==> src/mqf_pkg.sv <==
// Package with constants, types and the register map of the flag bus controller
package mqf_pkg;

    // ==========================================================
    // Widths
    localparam int MQF_QUEUES = 8;
    localparam int MQF_POS_W = 3;
    localparam int MQF_QSEL_W = 3;
    localparam int MQF_WADDR_W = 6;
    localparam int MQF_RADDR_W = 7;
    localparam int MQF_AV_ADDR_W = 4;
    localparam int MQF_AV_DATA_W = 32;

    // ==========================================================
    // Register map, byte addresses
    localparam logic [MQF_AV_ADDR_W-1:0] MQF_REG_CTRL = 4'h0;
    localparam logic [MQF_AV_ADDR_W-1:0] MQF_REG_STATUS = 4'h4;
    localparam logic [MQF_AV_ADDR_W-1:0] MQF_REG_SELECT = 4'h8;

    // CTRL fields
    localparam int MQF_CTRL_PROG_DONE = 0;
    localparam int MQF_CTRL_PACKET = 1;
    localparam logic [1:0] MQF_CTRL_RST = 2'h0;

    // STATUS fields
    localparam int MQF_ST_POLLED = 0;
    localparam int MQF_ST_DEFAULT = 1;
    localparam int MQF_ST_DONE_N = 2;
    localparam int MQF_ST_POS_LSB = 4;

    // SELECT fields
    localparam int MQF_SEL_WQ_LSB = 0;
    localparam int MQF_SEL_WOWN = 4;
    localparam int MQF_SEL_EOWN = 5;
    localparam int MQF_SEL_FOWN = 6;

    // ==========================================================
    // Types
    typedef enum logic
    {
        MQF_DIRECT,
        MQF_POLLED
    } mqf_flag_mode_t;

    typedef enum logic
    {
        MQF_SERIAL,
        MQF_DEFAULT
    } mqf_method_t;

    typedef struct packed
    {
        mqf_flag_mode_t mode;
        mqf_method_t method;
        logic [MQF_POS_W-1:0] pos;
    } mqf_straps_t;

    typedef struct packed
    {
        logic strobe;
        logic addr_hit;
        logic token_in;
    } mqf_bus_req_t;

    typedef struct packed
    {
        logic [MQF_QUEUES-1:0] bus;
        logic bus_oe;
        logic sync;
        logic token_out;
        logic owned;
    } mqf_bus_out_t;

    typedef struct packed
    {
        logic read;
        logic write;
        logic [MQF_AV_ADDR_W-1:0] address;
        logic [MQF_AV_DATA_W-1:0] writedata;
    } mqf_av_req_t;

    function automatic logic mqf_hit(input logic [MQF_POS_W-1:0] top,
                                     input logic [MQF_POS_W-1:0] pos);
        return top == pos;
    endfunction

endpackage

==> src/mqf_flag_ctrl.sv <==
// Top of the multi-queue flag bus, full flag and programming method logic
`timescale 1ns/1ps
module mqf_flag_ctrl
    import mqf_pkg::*;
#(
    parameter int QUEUES = MQF_QUEUES,
    parameter logic [MQF_POS_W-1:0] FIRST_POS = 3'h0
)
(
    input wire logic mclk,
    input wire logic sys_rst,
    input wire logic master_reset,
    input wire logic config_method_select,
    input wire logic flag_bus_mode_select,
    input wire logic [MQF_POS_W-1:0] chain_position_code,
    input wire logic [MQF_RADDR_W-1:0] read_queue_addr,
    input wire logic [MQF_WADDR_W-1:0] write_queue_addr,
    input wire logic write_addr_enable,
    input wire logic empty_bus_strobe,
    input wire logic full_bus_strobe,
    input wire logic empty_token_in,
    input wire logic full_token_in,
    input wire logic [QUEUES-1:0] queue_almost_empty,
    input wire logic [QUEUES-1:0] queue_packet_ready,
    input wire logic [QUEUES-1:0] queue_almost_full,
    input wire logic [QUEUES-1:0] queue_full,
    output logic [QUEUES-1:0] almost_empty_bus,
    output logic almost_empty_bus_oe,
    output logic [QUEUES-1:0] almost_full_bus,
    output logic almost_full_bus_oe,
    output logic empty_bus_sync,
    output logic full_bus_sync,
    output logic empty_token_out,
    output logic full_token_out,
    output logic queue_full_n,
    output logic queue_full_n_oe,
    output logic serial_program_done_n,
    input wire logic avs_read,
    input wire logic avs_write,
    input wire logic [MQF_AV_ADDR_W-1:0] avs_address,
    input wire logic [MQF_AV_DATA_W-1:0] avs_writedata,
    output logic [MQF_AV_DATA_W-1:0] avs_readdata,
    output logic avs_waitrequest
);
    import mqf_pkg::*;

    typedef enum logic [1:0]
    {
        MQF_PROG_IDLE,
        MQF_PROG_WAIT,
        MQF_PROG_DONE
    } mqf_prog_t;

    // ==========================================================
    // Straps caught while master reset is high
    mqf_straps_t straps_r;
    mqf_prog_t prog_r;
    logic active;
    logic first_r;
    logic start_r;

    always_ff @(posedge mclk or posedge sys_rst)
    begin
        if (sys_rst)
        begin
            straps_r <= '{MQF_DIRECT, MQF_SERIAL, '0};
        end
        else if (master_reset)
        begin
            // Pins assumed stable in operation, so caught only here
            straps_r.mode <= mqf_flag_mode_t'(flag_bus_mode_select);
            straps_r.method <= mqf_method_t'(config_method_select);
            straps_r.pos <= chain_position_code;
        end
    end

    // ==========================================================
    // Programming method
    logic [MQF_AV_DATA_W-1:0] ctrl_r;

    always_ff @(posedge mclk or posedge sys_rst)
    begin
        if (sys_rst)
        begin
            prog_r <= MQF_PROG_IDLE;
        end
        else if (master_reset)
        begin
            prog_r <= MQF_PROG_IDLE;
        end
        else
        begin
            unique case (prog_r)
                MQF_PROG_IDLE:
                begin
                    // Default method needs no serial load
                    prog_r <= (straps_r.method == MQF_DEFAULT) ? MQF_PROG_DONE
                                                               : MQF_PROG_WAIT;
                end
                MQF_PROG_WAIT:
                begin
                    if (ctrl_r[MQF_CTRL_PROG_DONE])
                    begin
                        prog_r <= MQF_PROG_DONE;
                    end
                end
                MQF_PROG_DONE:
                begin
                    prog_r <= MQF_PROG_DONE;
                end
            endcase
        end
    end

    assign active = (prog_r == MQF_PROG_DONE);

    always_ff @(posedge mclk or posedge sys_rst)
    begin
        if (sys_rst)
        begin
            serial_program_done_n <= 1'b1;
        end
        else
        begin
            // Strobes are legal only once this is low
            serial_program_done_n <= !active;
        end
    end

    // One start pulse for the first device, so exactly one token circulates
    always_ff @(posedge mclk or posedge sys_rst)
    begin
        if (sys_rst)
        begin
            first_r <= 1'b0;
            start_r <= 1'b0;
        end
        else if (master_reset)
        begin
            first_r <= 1'b0;
            start_r <= 1'b0;
        end
        else
        begin
            first_r <= active;
            start_r <= active && !first_r && (straps_r.mode == MQF_POLLED)
                       && mqf_hit(straps_r.pos, FIRST_POS);
        end
    end

    // ==========================================================
    // Empty and full flag busses
    mqf_bus_req_t ereq;
    mqf_bus_req_t freq;
    mqf_bus_out_t eout;
    mqf_bus_out_t fout;
    logic [QUEUES-1:0] empty_src;

    // Packet mode swaps in packet ready status on the empty bus
    assign empty_src = ctrl_r[MQF_CTRL_PACKET] ? queue_packet_ready : queue_almost_empty;

    assign ereq.strobe = empty_bus_strobe;
    assign ereq.addr_hit = mqf_hit(read_queue_addr[MQF_RADDR_W-1 -: MQF_POS_W],
                                   straps_r.pos);
    assign ereq.token_in = empty_token_in;

    assign freq.strobe = full_bus_strobe;
    assign freq.addr_hit = mqf_hit(write_queue_addr[MQF_WADDR_W-1 -: MQF_POS_W],
                                   straps_r.pos);
    assign freq.token_in = full_token_in;

    mqf_flag_slice #(.WIDTH(QUEUES)) u_empty
    (
        .mclk(mclk),
        .sys_rst(sys_rst),
        .active(active && !master_reset),
        .mode(straps_r.mode),
        .start(start_r),
        .req(ereq),
        .flags(empty_src),
        .out(eout)
    );

    mqf_flag_slice #(.WIDTH(QUEUES)) u_full
    (
        .mclk(mclk),
        .sys_rst(sys_rst),
        .active(active && !master_reset),
        .mode(straps_r.mode),
        .start(start_r),
        .req(freq),
        .flags(queue_almost_full),
        .out(fout)
    );

    assign almost_empty_bus = eout.bus;
    assign almost_empty_bus_oe = eout.bus_oe;
    assign empty_bus_sync = eout.sync;
    assign empty_token_out = eout.token_out;
    assign almost_full_bus = fout.bus;
    assign almost_full_bus_oe = fout.bus_oe;
    assign full_bus_sync = fout.sync;
    assign full_token_out = fout.token_out;

    // ==========================================================
    // Full flag of the active write queue
    logic [MQF_QSEL_W-1:0] wq_r;
    logic wsel_r;
    logic wsel_nxt;
    logic [MQF_QSEL_W-1:0] wq_nxt;

    always_comb
    begin
        wsel_nxt = wsel_r;
        wq_nxt = wq_r;
        if (write_addr_enable && active)
        begin
            wsel_nxt = freq.addr_hit;
            wq_nxt = write_queue_addr[MQF_QSEL_W-1:0];
        end
    end

    always_ff @(posedge mclk or posedge sys_rst)
    begin
        if (sys_rst)
        begin
            wsel_r <= 1'b0;
            wq_r <= '0;
            queue_full_n <= 1'b1;
            queue_full_n_oe <= 1'b0;
        end
        else if (master_reset)
        begin
            wsel_r <= 1'b0;
            queue_full_n <= 1'b1;
            queue_full_n_oe <= 1'b0;
        end
        else
        begin
            wsel_r <= wsel_nxt;
            wq_r <= wq_nxt;
            // Shows the new queue on the very cycle after selection
            queue_full_n <= !queue_full[wq_nxt];
            queue_full_n_oe <= wsel_nxt;
        end
    end

    // ==========================================================
    // Avalon-MM slave, one wait cycle per access
    mqf_av_req_t av;
    logic wait_r;
    logic take;

    assign av = '{avs_read, avs_write, avs_address, avs_writedata};
    assign take = (av.read || av.write) && wait_r;
    assign avs_waitrequest = wait_r;

    always_ff @(posedge mclk or posedge sys_rst)
    begin
        if (sys_rst)
        begin
            wait_r <= 1'b1;
        end
        else
        begin
            wait_r <= !take;
        end
    end

    always_ff @(posedge mclk or posedge sys_rst)
    begin
        if (sys_rst)
        begin
            ctrl_r <= '0;
        end
        else if (master_reset)
        begin
            ctrl_r <= '0;
        end
        else if (av.write && !wait_r && (av.address == MQF_REG_CTRL))
        begin
            // Write lands only on the edge that completes the transfer
            ctrl_r <= '0;
            ctrl_r[MQF_CTRL_PACKET:MQF_CTRL_PROG_DONE] <=
                av.writedata[MQF_CTRL_PACKET:MQF_CTRL_PROG_DONE];
        end
    end

    always_ff @(posedge mclk or posedge sys_rst)
    begin
        if (sys_rst)
        begin
            avs_readdata <= '0;
        end
        else if (take && av.read)
        begin
            avs_readdata <= '0;
            unique case (av.address)
                MQF_REG_CTRL:
                begin
                    avs_readdata[MQF_CTRL_PACKET:MQF_CTRL_PROG_DONE] <=
                        ctrl_r[MQF_CTRL_PACKET:MQF_CTRL_PROG_DONE];
                end
                MQF_REG_STATUS:
                begin
                    avs_readdata[MQF_ST_POLLED] <= (straps_r.mode == MQF_POLLED);
                    avs_readdata[MQF_ST_DEFAULT] <= (straps_r.method == MQF_DEFAULT);
                    avs_readdata[MQF_ST_DONE_N] <= serial_program_done_n;
                    avs_readdata[MQF_ST_POS_LSB +: MQF_POS_W] <= straps_r.pos;
                end
                MQF_REG_SELECT:
                begin
                    avs_readdata[MQF_SEL_WQ_LSB +: MQF_QSEL_W] <= wq_r;
                    avs_readdata[MQF_SEL_WOWN] <= wsel_r;
                    avs_readdata[MQF_SEL_EOWN] <= eout.owned;
                    avs_readdata[MQF_SEL_FOWN] <= fout.owned;
                end
                default:
                begin
                    // Unmapped reads answer zero
                    avs_readdata <= '0;
                end
            endcase
        end
    end

endmodule

==> src/mqf_flag_slice.sv <==
// One flag bus port: direct strobe selection or polled token passing
`timescale 1ns/1ps
module mqf_flag_slice
    import mqf_pkg::*;
#(
    parameter int WIDTH = MQF_QUEUES
)
(
    input wire logic mclk,
    input wire logic sys_rst,
    input wire logic active,
    input wire mqf_pkg::mqf_flag_mode_t mode,
    input wire logic start,
    input wire mqf_pkg::mqf_bus_req_t req,
    input wire logic [WIDTH-1:0] flags,
    output mqf_pkg::mqf_bus_out_t out
);
    // ==========================================================
    // Ownership and bus drive
    logic own_r;
    logic own_nxt;
    logic turn;

    // Token arrival, or the one start pulse of the first device, gives our turn
    assign turn = active && (mode == MQF_POLLED) && (req.token_in || start);

    always_comb
    begin
        own_nxt = own_r;
        if (!active)
        begin
            own_nxt = 1'b0;
        end
        else if (mode == MQF_DIRECT)
        begin
            if (req.strobe)
            begin
                own_nxt = req.addr_hit;
            end
        end
        else
        begin
            own_nxt = turn;
        end
    end

    always_ff @(posedge mclk or posedge sys_rst)
    begin
        if (sys_rst)
        begin
            own_r <= 1'b0;
        end
        else
        begin
            own_r <= own_nxt;
        end
    end

    // Bus, sync and token all come from flops; in polled mode they move together
    always_ff @(posedge mclk or posedge sys_rst)
    begin
        if (sys_rst)
        begin
            out <= '0;
        end
        else
        begin
            out.owned <= own_nxt;
            out.bus_oe <= own_nxt;
            out.bus <= own_nxt ? flags : '0;
            out.sync <= turn;
            out.token_out <= turn;
        end
    end

endmodule

==> config.mk <==
export PLATFORM = sky130hd
export DESIGN_NAME = mqf_flag_ctrl
export DESIGN_NICKNAME = d
export VERILOG_FILES = /design/src/mqf_pkg.sv /design/src/mqf_flag_ctrl.sv /design/src/mqf_flag_slice.sv
export SDC_FILE = /design/constraint.sdc
export NUM_CORES = 1
export LEC_CHECK = 0
export BUFFER_PORTS_ARGS = -buffer_cell sky130_fd_sc_hd__buf_2
export CAP_MARGIN = 20
export CORE_ASPECT_RATIO = 1.4
export CORE_MARGIN = 2
export CORE_UTILIZATION = 46
export CTS_CLUSTER_DIAMETER = 80
export DETAILED_ROUTE_END_ITERATION = 16
export PLACE_DENSITY_LB_ADDON = 0.15
export SKIP_CTS_REPAIR_TIMING = 1
export SYNTH_ARGS = -nofsm -noshare
export SYNTH_HDL_FRONTEND = slang
export SYNTH_HIERARCHICAL = 1
export SYNTH_SLANG_ARGS = --single-unit
==> constraint.sdc <==
create_clock -name mclk -period 2.6 [get_ports mclk]
set_input_delay 0.39 -clock mclk [delete_from_list [all_inputs] [get_ports mclk]]
set_output_delay 0.39 -clock mclk [all_outputs]
set_load 0.1 [all_outputs]
Yosys cells after proc, flatten, opt, wreduce, memory -nomap -nowiden
Cells that the tools add are included.
{"block": "totals", "reg_bits": 44, "input_bits": 96, "output_inout_bits": 58, "wordCells": 79}
{"block": "op_classes", "order_cmp": 1, "eq_ne": 7, "mux": 26, "n_reduce_logical": 26}
{"op": "$mux W8", "count": 3}
{"op": "$logic_and A1 B1 Y1", "count": 12}
{"op": "$mux W1", "count": 12}
{"op": "$pmux W2 S3", "count": 2}
{"op": "$mux W2", "count": 5}
{"op": "$eq A3 B3 Y1", "count": 2}
{"op": "$logic_not A1 Y1", "count": 6}
{"op": "$pmux W3 S2", "count": 1}
{"op": "$eq A4 B3 Y1 const B", "count": 1}
{"op": "$eq A4 B4 Y1 const B", "count": 1}
{"op": "$logic_not A4 Y1", "count": 1}
{"op": "$lt A3 B4 Y1 const B", "count": 1}
{"op": "$reduce_bool A2 Y1", "count": 2}
{"op": "$bmux W1 S3", "count": 1}
{"op": "$logic_not A3 Y1", "count": 1}
{"op": "$logic_or A1 B1 Y1", "count": 3}
{"op": "$mux W3", "count": 1}
{"op": "$ne A3 B3 Y1 const B", "count": 1}
{"op": "$eq A2 B1 Y1 const B", "count": 1}
{"op": "$eq A2 B2 Y1 const B", "count": 1}
{"op": "$logic_not A2 Y1", "count": 1}
{"op": "$pmux W1 S2", "count": 1}

Longest topological paths before layout
Gate-level depths: netlist (run 1).
{"block": "logic_depth", "ltp_word": 7, "mapped_depth": 8, "depth_no_buf": 6}

Cells and area by module
The synthesis (run 1) kept the hierarchy.
{"mod": "mqf_flag_ctrl", "n_inst": 1, "cells_each": 146, "area_each_um2": 1524.0}
{"mod": "mqf_flag_slice", "n_inst": 2, "cells_each": 36, "area_each_um2": 466.7}

Worst setup path before layout (run 1)
OpenSTA, ideal clock, no wires.
{"block": "synth_timing", "path_type": "register -> output", "from": "register, netlist name u_empty/out[1]", "to": "output port empty_bus_sync", "arrival_time_ps": 1324, "t_required_ps": 2210, "setup_slack_ps": 886, "stages_incl_launch_ff": 2, "path_buffers": 1, "cell_sequence": "dfrtp_1 -> buf_4"}
{"element": "end, declared", "line_no": "mqf_flag_ctrl.sv:31", "rtl": "output logic empty_bus_sync,"}

Worst setup path in the final report (run 1)
{"block": "layout_timing", "from": "register prog_r[0]", "to": "register queue_full_n"}
{"block": "layout_via", "elab_chain_len": 7}
{"element": "start, declared", "line_no": "mqf_flag_ctrl.sv:57", "rtl": "mqf_prog_t prog_r;"}
{"element": "start signal, assigned", "line_no": "mqf_flag_ctrl.sv:97", "rtl": "prog_r <= (straps_r.method == MQF_DEFAULT) ? MQF_PROG_DONE"}
{"element": "$eq A2 B2 Y1", "line_no": "mqf_flag_ctrl.sv:115", "rtl": "assign active = (prog_r == MQF_PROG_DONE);"}
{"element": "$logic_and A1 B1 Y1", "line_no": "mqf_flag_ctrl.sv:216", "rtl": "if (write_addr_enable && active)"}
{"element": "$mux W3", "line_no": "mqf_flag_ctrl.sv:216"}
{"element": "$bmux W1 S3", "line_no": "mqf_flag_ctrl.sv:243", "rtl": "queue_full_n <= !queue_full[wq_nxt];"}
{"element": "$mux W1 (implied by the code)", "line_no": "mqf_flag_ctrl.sv:243"}
{"element": "$logic_not A1 Y1", "line_no": "mqf_flag_ctrl.sv:243"}
{"element": "$mux W1", "line_no": "mqf_flag_ctrl.sv:232", "rtl": "else if (master_reset)"}
{"element": "end signal, assigned", "line_no": "mqf_flag_ctrl.sv:243"}
{"element": "end, declared", "line_no": "mqf_flag_ctrl.sv:35", "rtl": "output logic queue_full_n,"}
No other way between the ends. The select of a mux whose other input is x is not followed.
A chain may end at the register's enable or synchronous reset.

==> results of run 1 <==
-- per-layer routing --
layer / share of wire, % / routed length (um)
met3: 7.3 / 384
met2: 49 / 2610
met4: 1.2 / 65
met1: 42 / 2220
met5: 0 / 0
-- layout make-up --
type,count,share of cell area [%]
inverters,7,0.902
repair buffers,95,16.5
clock inverters,2,0.344
multi-input cells,153,38.7
well taps,66,2.84
clock buffers,6,2.84
flip-flops and latches,44,37.9
-- Yosys cell counts, types with 2 or more instances --
| master | instances |
|---|---|
| sky130_fd_sc_hd__a21bo_2 | 2 |
| sky130_fd_sc_hd__a22o_1 | 2 |
| sky130_fd_sc_hd__a22oi_1 | 4 |
| sky130_fd_sc_hd__buf_4 | 32 |
| sky130_fd_sc_hd__buf_6 | 4 |
| sky130_fd_sc_hd__clkbuf_1 | 3 |
| sky130_fd_sc_hd__dfrtp_1 | 41 |
| sky130_fd_sc_hd__dfstp_2 | 3 |
| sky130_fd_sc_hd__ha_1 | 2 |
| sky130_fd_sc_hd__inv_1 | 7 |
| sky130_fd_sc_hd__mux2_2 | 17 |
| sky130_fd_sc_hd__mux2i_1 | 6 |
| sky130_fd_sc_hd__mux2i_2 | 2 |
| sky130_fd_sc_hd__nand2_1 | 11 |
| sky130_fd_sc_hd__nand2b_1 | 3 |
| sky130_fd_sc_hd__nand3_1 | 4 |
| sky130_fd_sc_hd__nand3b_1 | 18 |
| sky130_fd_sc_hd__nor2_1 | 5 |
| sky130_fd_sc_hd__nor3_1 | 4 |
| sky130_fd_sc_hd__o211a_1 | 3 |
| sky130_fd_sc_hd__o21ai_0 | 7 |
| sky130_fd_sc_hd__o21bai_1 | 2 |
| sky130_fd_sc_hd__o2bb2ai_1 | 16 |
| sky130_fd_sc_hd__xor2_1 | 6 |
-- power groups by stage --
| stage | Sequential [mW] | Clock, mW | Combinational [mW] |
|---|---|---|---|
| after global routing | 0.826 | 0.485 | 0.814 |
| after floorplan | 1.01 | 0 | 0.484 |
| after detailed placement | 0.829 | 0 | 0.770 |
| after global placement | 0.828 | 0 | 0.764 |
| final | 0.814 | 0.438 | 0.767 |
| after CTS | 0.816 | 0.454 | 0.771 |
-- kinds of logic after synthesis --
logic type,after synthesis
flops,44
simple gates,52
xor+xnor,6
compound gates,40
mux,27
fa+ha+maj,2
other cells,1
buf+inv,46
-- sequential cells by signal, indices dropped and copies added, names as in the netlist, 2 cells and up --
register and cells:
avs_readdata 6, ctrl_r 2, prog_r 2, straps_r 5, u_empty/out 10, u_full/out 10, wq_r 3
-- critical path, stage by stage, from the launching register on --
cell	delay, ns
sky130_fd_sc_hd__dfrtp_1	0.39
sky130_fd_sc_hd__inv_1	0.07
sky130_fd_sc_hd__ha_1	0.24
sky130_fd_sc_hd__nand3_1	0.19
sky130_fd_sc_hd__nand2_1	0.13
sky130_fd_sc_hd__mux4_2	0.51
sky130_fd_sc_hd__o211ai_2	0.15
-- stage by stage --
stage | util, % | std cells | hold slack, ns | instance area [um2]
after CTS | 56.5 | 373 | 0.0848 | 2910
after global placement | 54.7 | 365 | 0.407 | 2820
after floorplan | - | 243 | 0.230 | 2550
after detailed placement | 54.7 | 365 | 0.410 | 2820
final | 56.5 | 373 | 0.0836 | 2910
after global routing | 56.5 | 373 | 0.108 | 2910
-- worst max path at each step --
stage | to | slack [ns] | cells after the start | startpoint
after floorplan | empty_bus_sync | 0.89 | 1 | u_empty/out[1]
after global routing | u_full/out[0] | 0.70 | 6 | prog_r[0]
after CTS | u_full/out[0] | 0.84 | 6 | prog_r[0]
after global placement | u_empty/out[0] | 0.86 | 6 | prog_r[0]
final | queue_full_n | 0.86 | 6 | prog_r[0]
after detailed placement | u_full/out[10] | 0.86 | 6 | prog_r[0]
==> out/metrics.cfg, run 1 <==
[floorplan]
die-area_mm2=0.00595
die_height_um=90.5
die-width_um=65.8
placement_rows=31
initial_core_utilization_pct=47.6
core_mm2=0.00516
design.portCount=154

[routing]
number_of_antenna_violating_nets_in_the_routed_design=0
avg_vias_per_cell=4.94
drt-wirelength-per-cell_um=14.2
vias=1844
drt_pass1_iterations=4
drt-total-wl_mm=5.29
dr.first_iter.drc_count=49
drcViolationCount=0

[global_route]
grt_util_met2_pct=29.6
globalRoute.busiestLayer=met2
grt_met1_usage_pct=24.6
globalRouteOverflowTotal=0
first_global_vias=1743
grt_start_max_net_pins=25
antenna_found_initial=0
gr-usage-all-layers_pct=18.5
grtUsageMet3_pct=4.49
grt_first_pass_wirelength_mm=8.46

[timing]
final_cycle_utilization_of_the_critical_path_pct=67.0
hold_viol_final=0
finalSetupViolCount=0
finalMaxSlewViolations=0
grt_setup_unrepaired=no
final.setup_skew_ns=0.00434
setup_tns_ns=0
setup_slack_ns=0.858
worst_slew_margin_rel_pct=37.4
period_needed_ns=1.74
tightestPinTransition_ns=0.937
timing.fmax_mhz=574

[clocking]
cts_tree=yes
clock_path_buffers=2
cts.htree.levels=2
clk-insertion-delay-late_ns=0.29
clock_sinks=44
cts-root-buf=sky130_fd_sc_hd__clkbuf_8
cts.clk_slew.worst_paths_ns=0.08
cts-buffers-inserted=5

[layout]
area_growth_syn_to_layout_pct=18.5
final_common_cell=sky130_fd_sc_hd__buf_2
n_antenna_cell=0
most-common-layout-cells=93 x sky130_fd_sc_hd__buf_2, 41 x sky130_fd_sc_hd__dfrtp_1, 26 x sky130_fd_sc_hd__conb_1, 18 x sky130_fd_sc_hd__nand3b_1, 17 x sky130_fd_sc_hd__mux2_2
sequential_cell_area_mm2=0.00110
nFillCells=495
area_of_the_multi_input_gates_mm2=0.00113
nets=404
final_layout_size_suffix_gt1_share_pct=43.6

[synth]
fraction_of_synthesized_area_in_multiplexers_pct=12.9
synthSimpleGateAreaFrac_pct=12.4
postSynth.asyncResetShare_pct=100
number_of_library_cell_types_mapped_by_synthesis=38
synthesis.area_mm2=0.00246
synth_largest_type_area_fraction_pct=41.8
largest_family_of_logic_cells_by_synthesized_area=compound AO/OA/AOI/OAI gates
post-synth-top-area-cell=sky130_fd_sc_hd__dfrtp_1
synth-compound-area-share_pct=13.3
syn_inst=218
ys_seq_area_share_pct=45.0
number_of_synthesized_flops_with_an_enable_pin=0
post_synth_fa_ha_maj_area_fraction_pct=1.02
netlist_top_cells_area=sky130_fd_sc_hd__dfrtp_1 42%, sky130_fd_sc_hd__buf_4 9.8%, sky130_fd_sc_hd__mux2_2 7.8%
ys_warnings=6
synth_xor_area_share_pct=2.14
synth-seq-cells=44
avgSynthCellArea_um2=11.3
synthFlopType=sky130_fd_sc_hd__dfrtp_1

[run]
max_cap_violations=0

[critical_path]
cp_data_required_time_ns=2.82
regToRegStartpoint=prog_r[0]
crit-reg2reg-capture=queue_full_n
criticalPathCategory=reg -> reg
startpoint_type=register
worstPathMaxFanout=5
rrSetupSlack_ns=0.86
worst_ep_arrival_time_ns=1.97
reg2regPathDepth=6
endpoint_kind=register

[pwr]
net-switching-power_uw=841
p_leak_nw=1.51
intPower_mw=1.18
power.ir.vdd_worst_v=0.000350
power.switching_fraction_pct=41.7
pwr_density_cell_mw_per_mm2=693
share_seq_of_total_power_pct=40.3
logic_pwr_share_pct=38.0
totalPowerFinal_mw=2.02
clock_power_share_pct=21.7

[hold_path]
hold_path.class=in -> async

[placement]
placement.setup.worst_slack_ns=0.862
port-buffer-count=93
hpwlAfterDp_mm=4.06
finalWeightedCongestion=0.698

[status]
status=finished, final reports clean

Power figures use the tool's default switching activity.
==> inputs of run 2 (changes only) <==
- CORE_UTILIZATION: 46 -> 39
- clock period: 2.6 -> 1.5 ns (I/O delays scaled with it)
==> run 2 against run 1 <==
Effect of this change: the run now ends with negative setup slack left; non-clock buffer count increased by 19; worst setup slack got worse by 0.96 ns; first-iteration DRC count decreased by 57%; clock skew increased by 0.0064 ns.
==> out/metrics.cfg, run 2 (synthesis results as in run 1) <==
[routing]
drcViolationCount=0  ; unchanged
drt-total-wl_mm=5.50  ; +4.1%
number_of_antenna_violating_nets_in_the_routed_design=0  ; unchanged
drt_pass1_iterations=4  ; unchanged
avg_vias_per_cell=4.79  ; -3.0%
met2_wirelength_mm=2.82  ; +7.8%
dr_wl_met3_um=355  ; -7.6%
routedLengthMet1_mm=2.26  ; +1.8%
dr.first_iter.drc_count=21  ; -57%
dr.max_layer_used=met4
drt-wirelength-per-cell_um=13.8  ; -2.5%
vias=1908  ; +3.5%

[floorplan]
design.portCount=154  ; unchanged
die-area_mm2=0.00696  ; +17%
die_height_um=97.9  ; +8.2%
placement_rows=34  ; +9.7%
die-width_um=71.1  ; +8.1%
core_mm2=0.00617  ; +20%
initial_core_utilization_pct=39.8  ; -7.8 points

[hold_path]
whs_endpoint=avs_waitrequest
hold_path_cell_cnt=2
hold_path.class=in -> reg
timing.hold.worst.start=avs_read

[clocking]
clock_sinks=44  ; unchanged
cts.htree.levels=2  ; unchanged
cts-root-buf=sky130_fd_sc_hd__clkbuf_8
clk-insertion-delay-late_ns=0.30  ; about the same
cts-buffers-inserted=5  ; unchanged
cts_tree=yes
cts.clk_slew.worst_paths_ns=0.08  ; about the same
clock_path_buffers=2  ; unchanged

[critical_path]
regToRegStartpoint=prog_r[1]
startpoint_type=register
cp_data_required_time_ns=1.72  ; -1.10 ns
worst_ep_arrival_time_ns=1.82  ; -0.15 ns
crit-reg2reg-capture=queue_full_n
worstPathMaxFanout=4  ; -1
rrSetupSlack_ns=-0.1  ; -0.96 ns
endpoint_kind=register
criticalPathCategory=reg -> reg
reg2regPathDepth=5  ; -1

[timing]
timing.hold.ws_ns=0.0819  ; -0.00169 ns
finalSetupViolCount=1  ; +1
hold_viol_final=0  ; unchanged
final.setup_skew_ns=0.0107  ; +0.00637 ns
finalMaxSlewViolations=0  ; unchanged
timing.fmax_mhz=626  ; +9.1%
final_cycle_utilization_of_the_critical_path_pct=107  ; +39 points
grt_setup_unrepaired=yes
setup_slack_ns=-0.0975  ; -0.955 ns
period_needed_ns=1.60  ; -0.145 ns

[pwr]
logic_pwr_share_pct=40.5  ; +2.5 points
clock_power_share_pct=21.2  ; -0.5 points
p_leak_nw=1.61  ; +6.8%
pwr_density_cell_mw_per_mm2=1150  ; +66%
share_seq_of_total_power_pct=38.3  ; -2.0 points
intPower_mw=2.18  ; +85%
power.switching_fraction_pct=41.0  ; -0.68 points
power.ir.vdd_worst_v=0.000475  ; +36%
net-switching-power_mw=1.51  ; +80%

[status]
status=complete, but fails checks
violations=negative setup slack

[layout]
n_antenna_cell=0  ; unchanged
nets=423  ; +4.7%
biggestRegsByFlops=u_empty/out x10, u_full/out x10, avs_readdata x6
most-common-layout-cells=91 x sky130_fd_sc_hd__buf_2, 39 x sky130_fd_sc_hd__dfrtp_1, 26 x sky130_fd_sc_hd__conb_1, 18 x sky130_fd_sc_hd__nand3b_1
area_growth_syn_to_layout_pct=30.6
final_layout_size_suffix_gt1_share_pct=49.4  ; +5.7 points
final_common_cell=sky130_fd_sc_hd__buf_2

[global_route]
antenna_found_initial=0  ; unchanged
first_global_vias=1866  ; +7.1%
globalRouteOverflowTotal=0  ; unchanged
grt_first_pass_wirelength_mm=8.87  ; +4.9%
gr-usage-all-layers_pct=16.2  ; -2.2 points
grt_start_max_net_pins=25  ; unchanged

[run]
max_cap_violations=0  ; unchanged

[placement]
finalWeightedCongestion=0.774  ; +11%
placement.setup.worst_slack_ns=-0.118  ; -0.980 ns
hpwlAfterDp_mm=4.20  ; +3.5%
port-buffer-count=93  ; unchanged

-- run 2: per-stage QoR --
step	util, %	total power, mW	TNS, ns	instance area, um2	instances
6_report	52.0	3.69	-0.0975	3210	398
5_1_grt	52.0	3.88	-0.259	3210	398
4_1_cts	50.2	3.68	-0.427	3100	395
3_5_place_dp	48.7	2.89	-0.153	3000	387
3_3_place_gp	48.7	2.87	-0.100	3000	387
2_1_floorplan	-	2.60	-0.0668	2570	243
-- run 2: final cells by class --
cell class,instances,area [um2]
inverter,7,26.3
multi-input combinational,153,1190
sequential,44,1110
clock buffer,7,86.3
timing repair buffer,114,693
tap,72,90.1
fill,581,2960
clock inverter,1,7.51
-- run 2: how the worst max path moves through the flow --
stage | startpoint | to | slack (ns) | cells after the start
after floorplan | prog_r[0] | queue_full_n | -0.07 | 6
after global placement | prog_r[0] | queue_full_n | -0.10 | 6
after detailed placement | prog_r[0] | queue_full_n | -0.12 | 6
after CTS | prog_r[0] | queue_full_n | -0.14 | 6
after global routing | prog_r[0] | queue_full_n | -0.16 | 6
final | prog_r[1] | queue_full_n | -0.1 | 5
-- run 2: layer usage --
metal	up-vias	GRT usage (%)
met3	4	3.72
met1	911	20.2
met5	-	0
met2	68	27.2
met4	0	6.10
li1	925	-
-- run 2: critical path, cell delays in order, from the launching register on --
cell and delay (ns):
sky130_fd_sc_hd__dfrtp_1 0.41, sky130_fd_sc_hd__ha_4 0.19, sky130_fd_sc_hd__a21bo_4 0.21, sky130_fd_sc_hd__nand2_2 0.07, sky130_fd_sc_hd__mux4_2 0.50, sky130_fd_sc_hd__o211ai_2 0.14
-- run 2: power by group through the flow --
stage,clock network (mW),registers (mW),logic (mW)
after floorplan,0,1.76,0.849
after global placement,0,1.43,1.44
after detailed placement,0,1.43,1.45
final,0.783,1.42,1.50
after CTS,0.816,1.41,1.46
after global routing,0.853,1.43,1.59
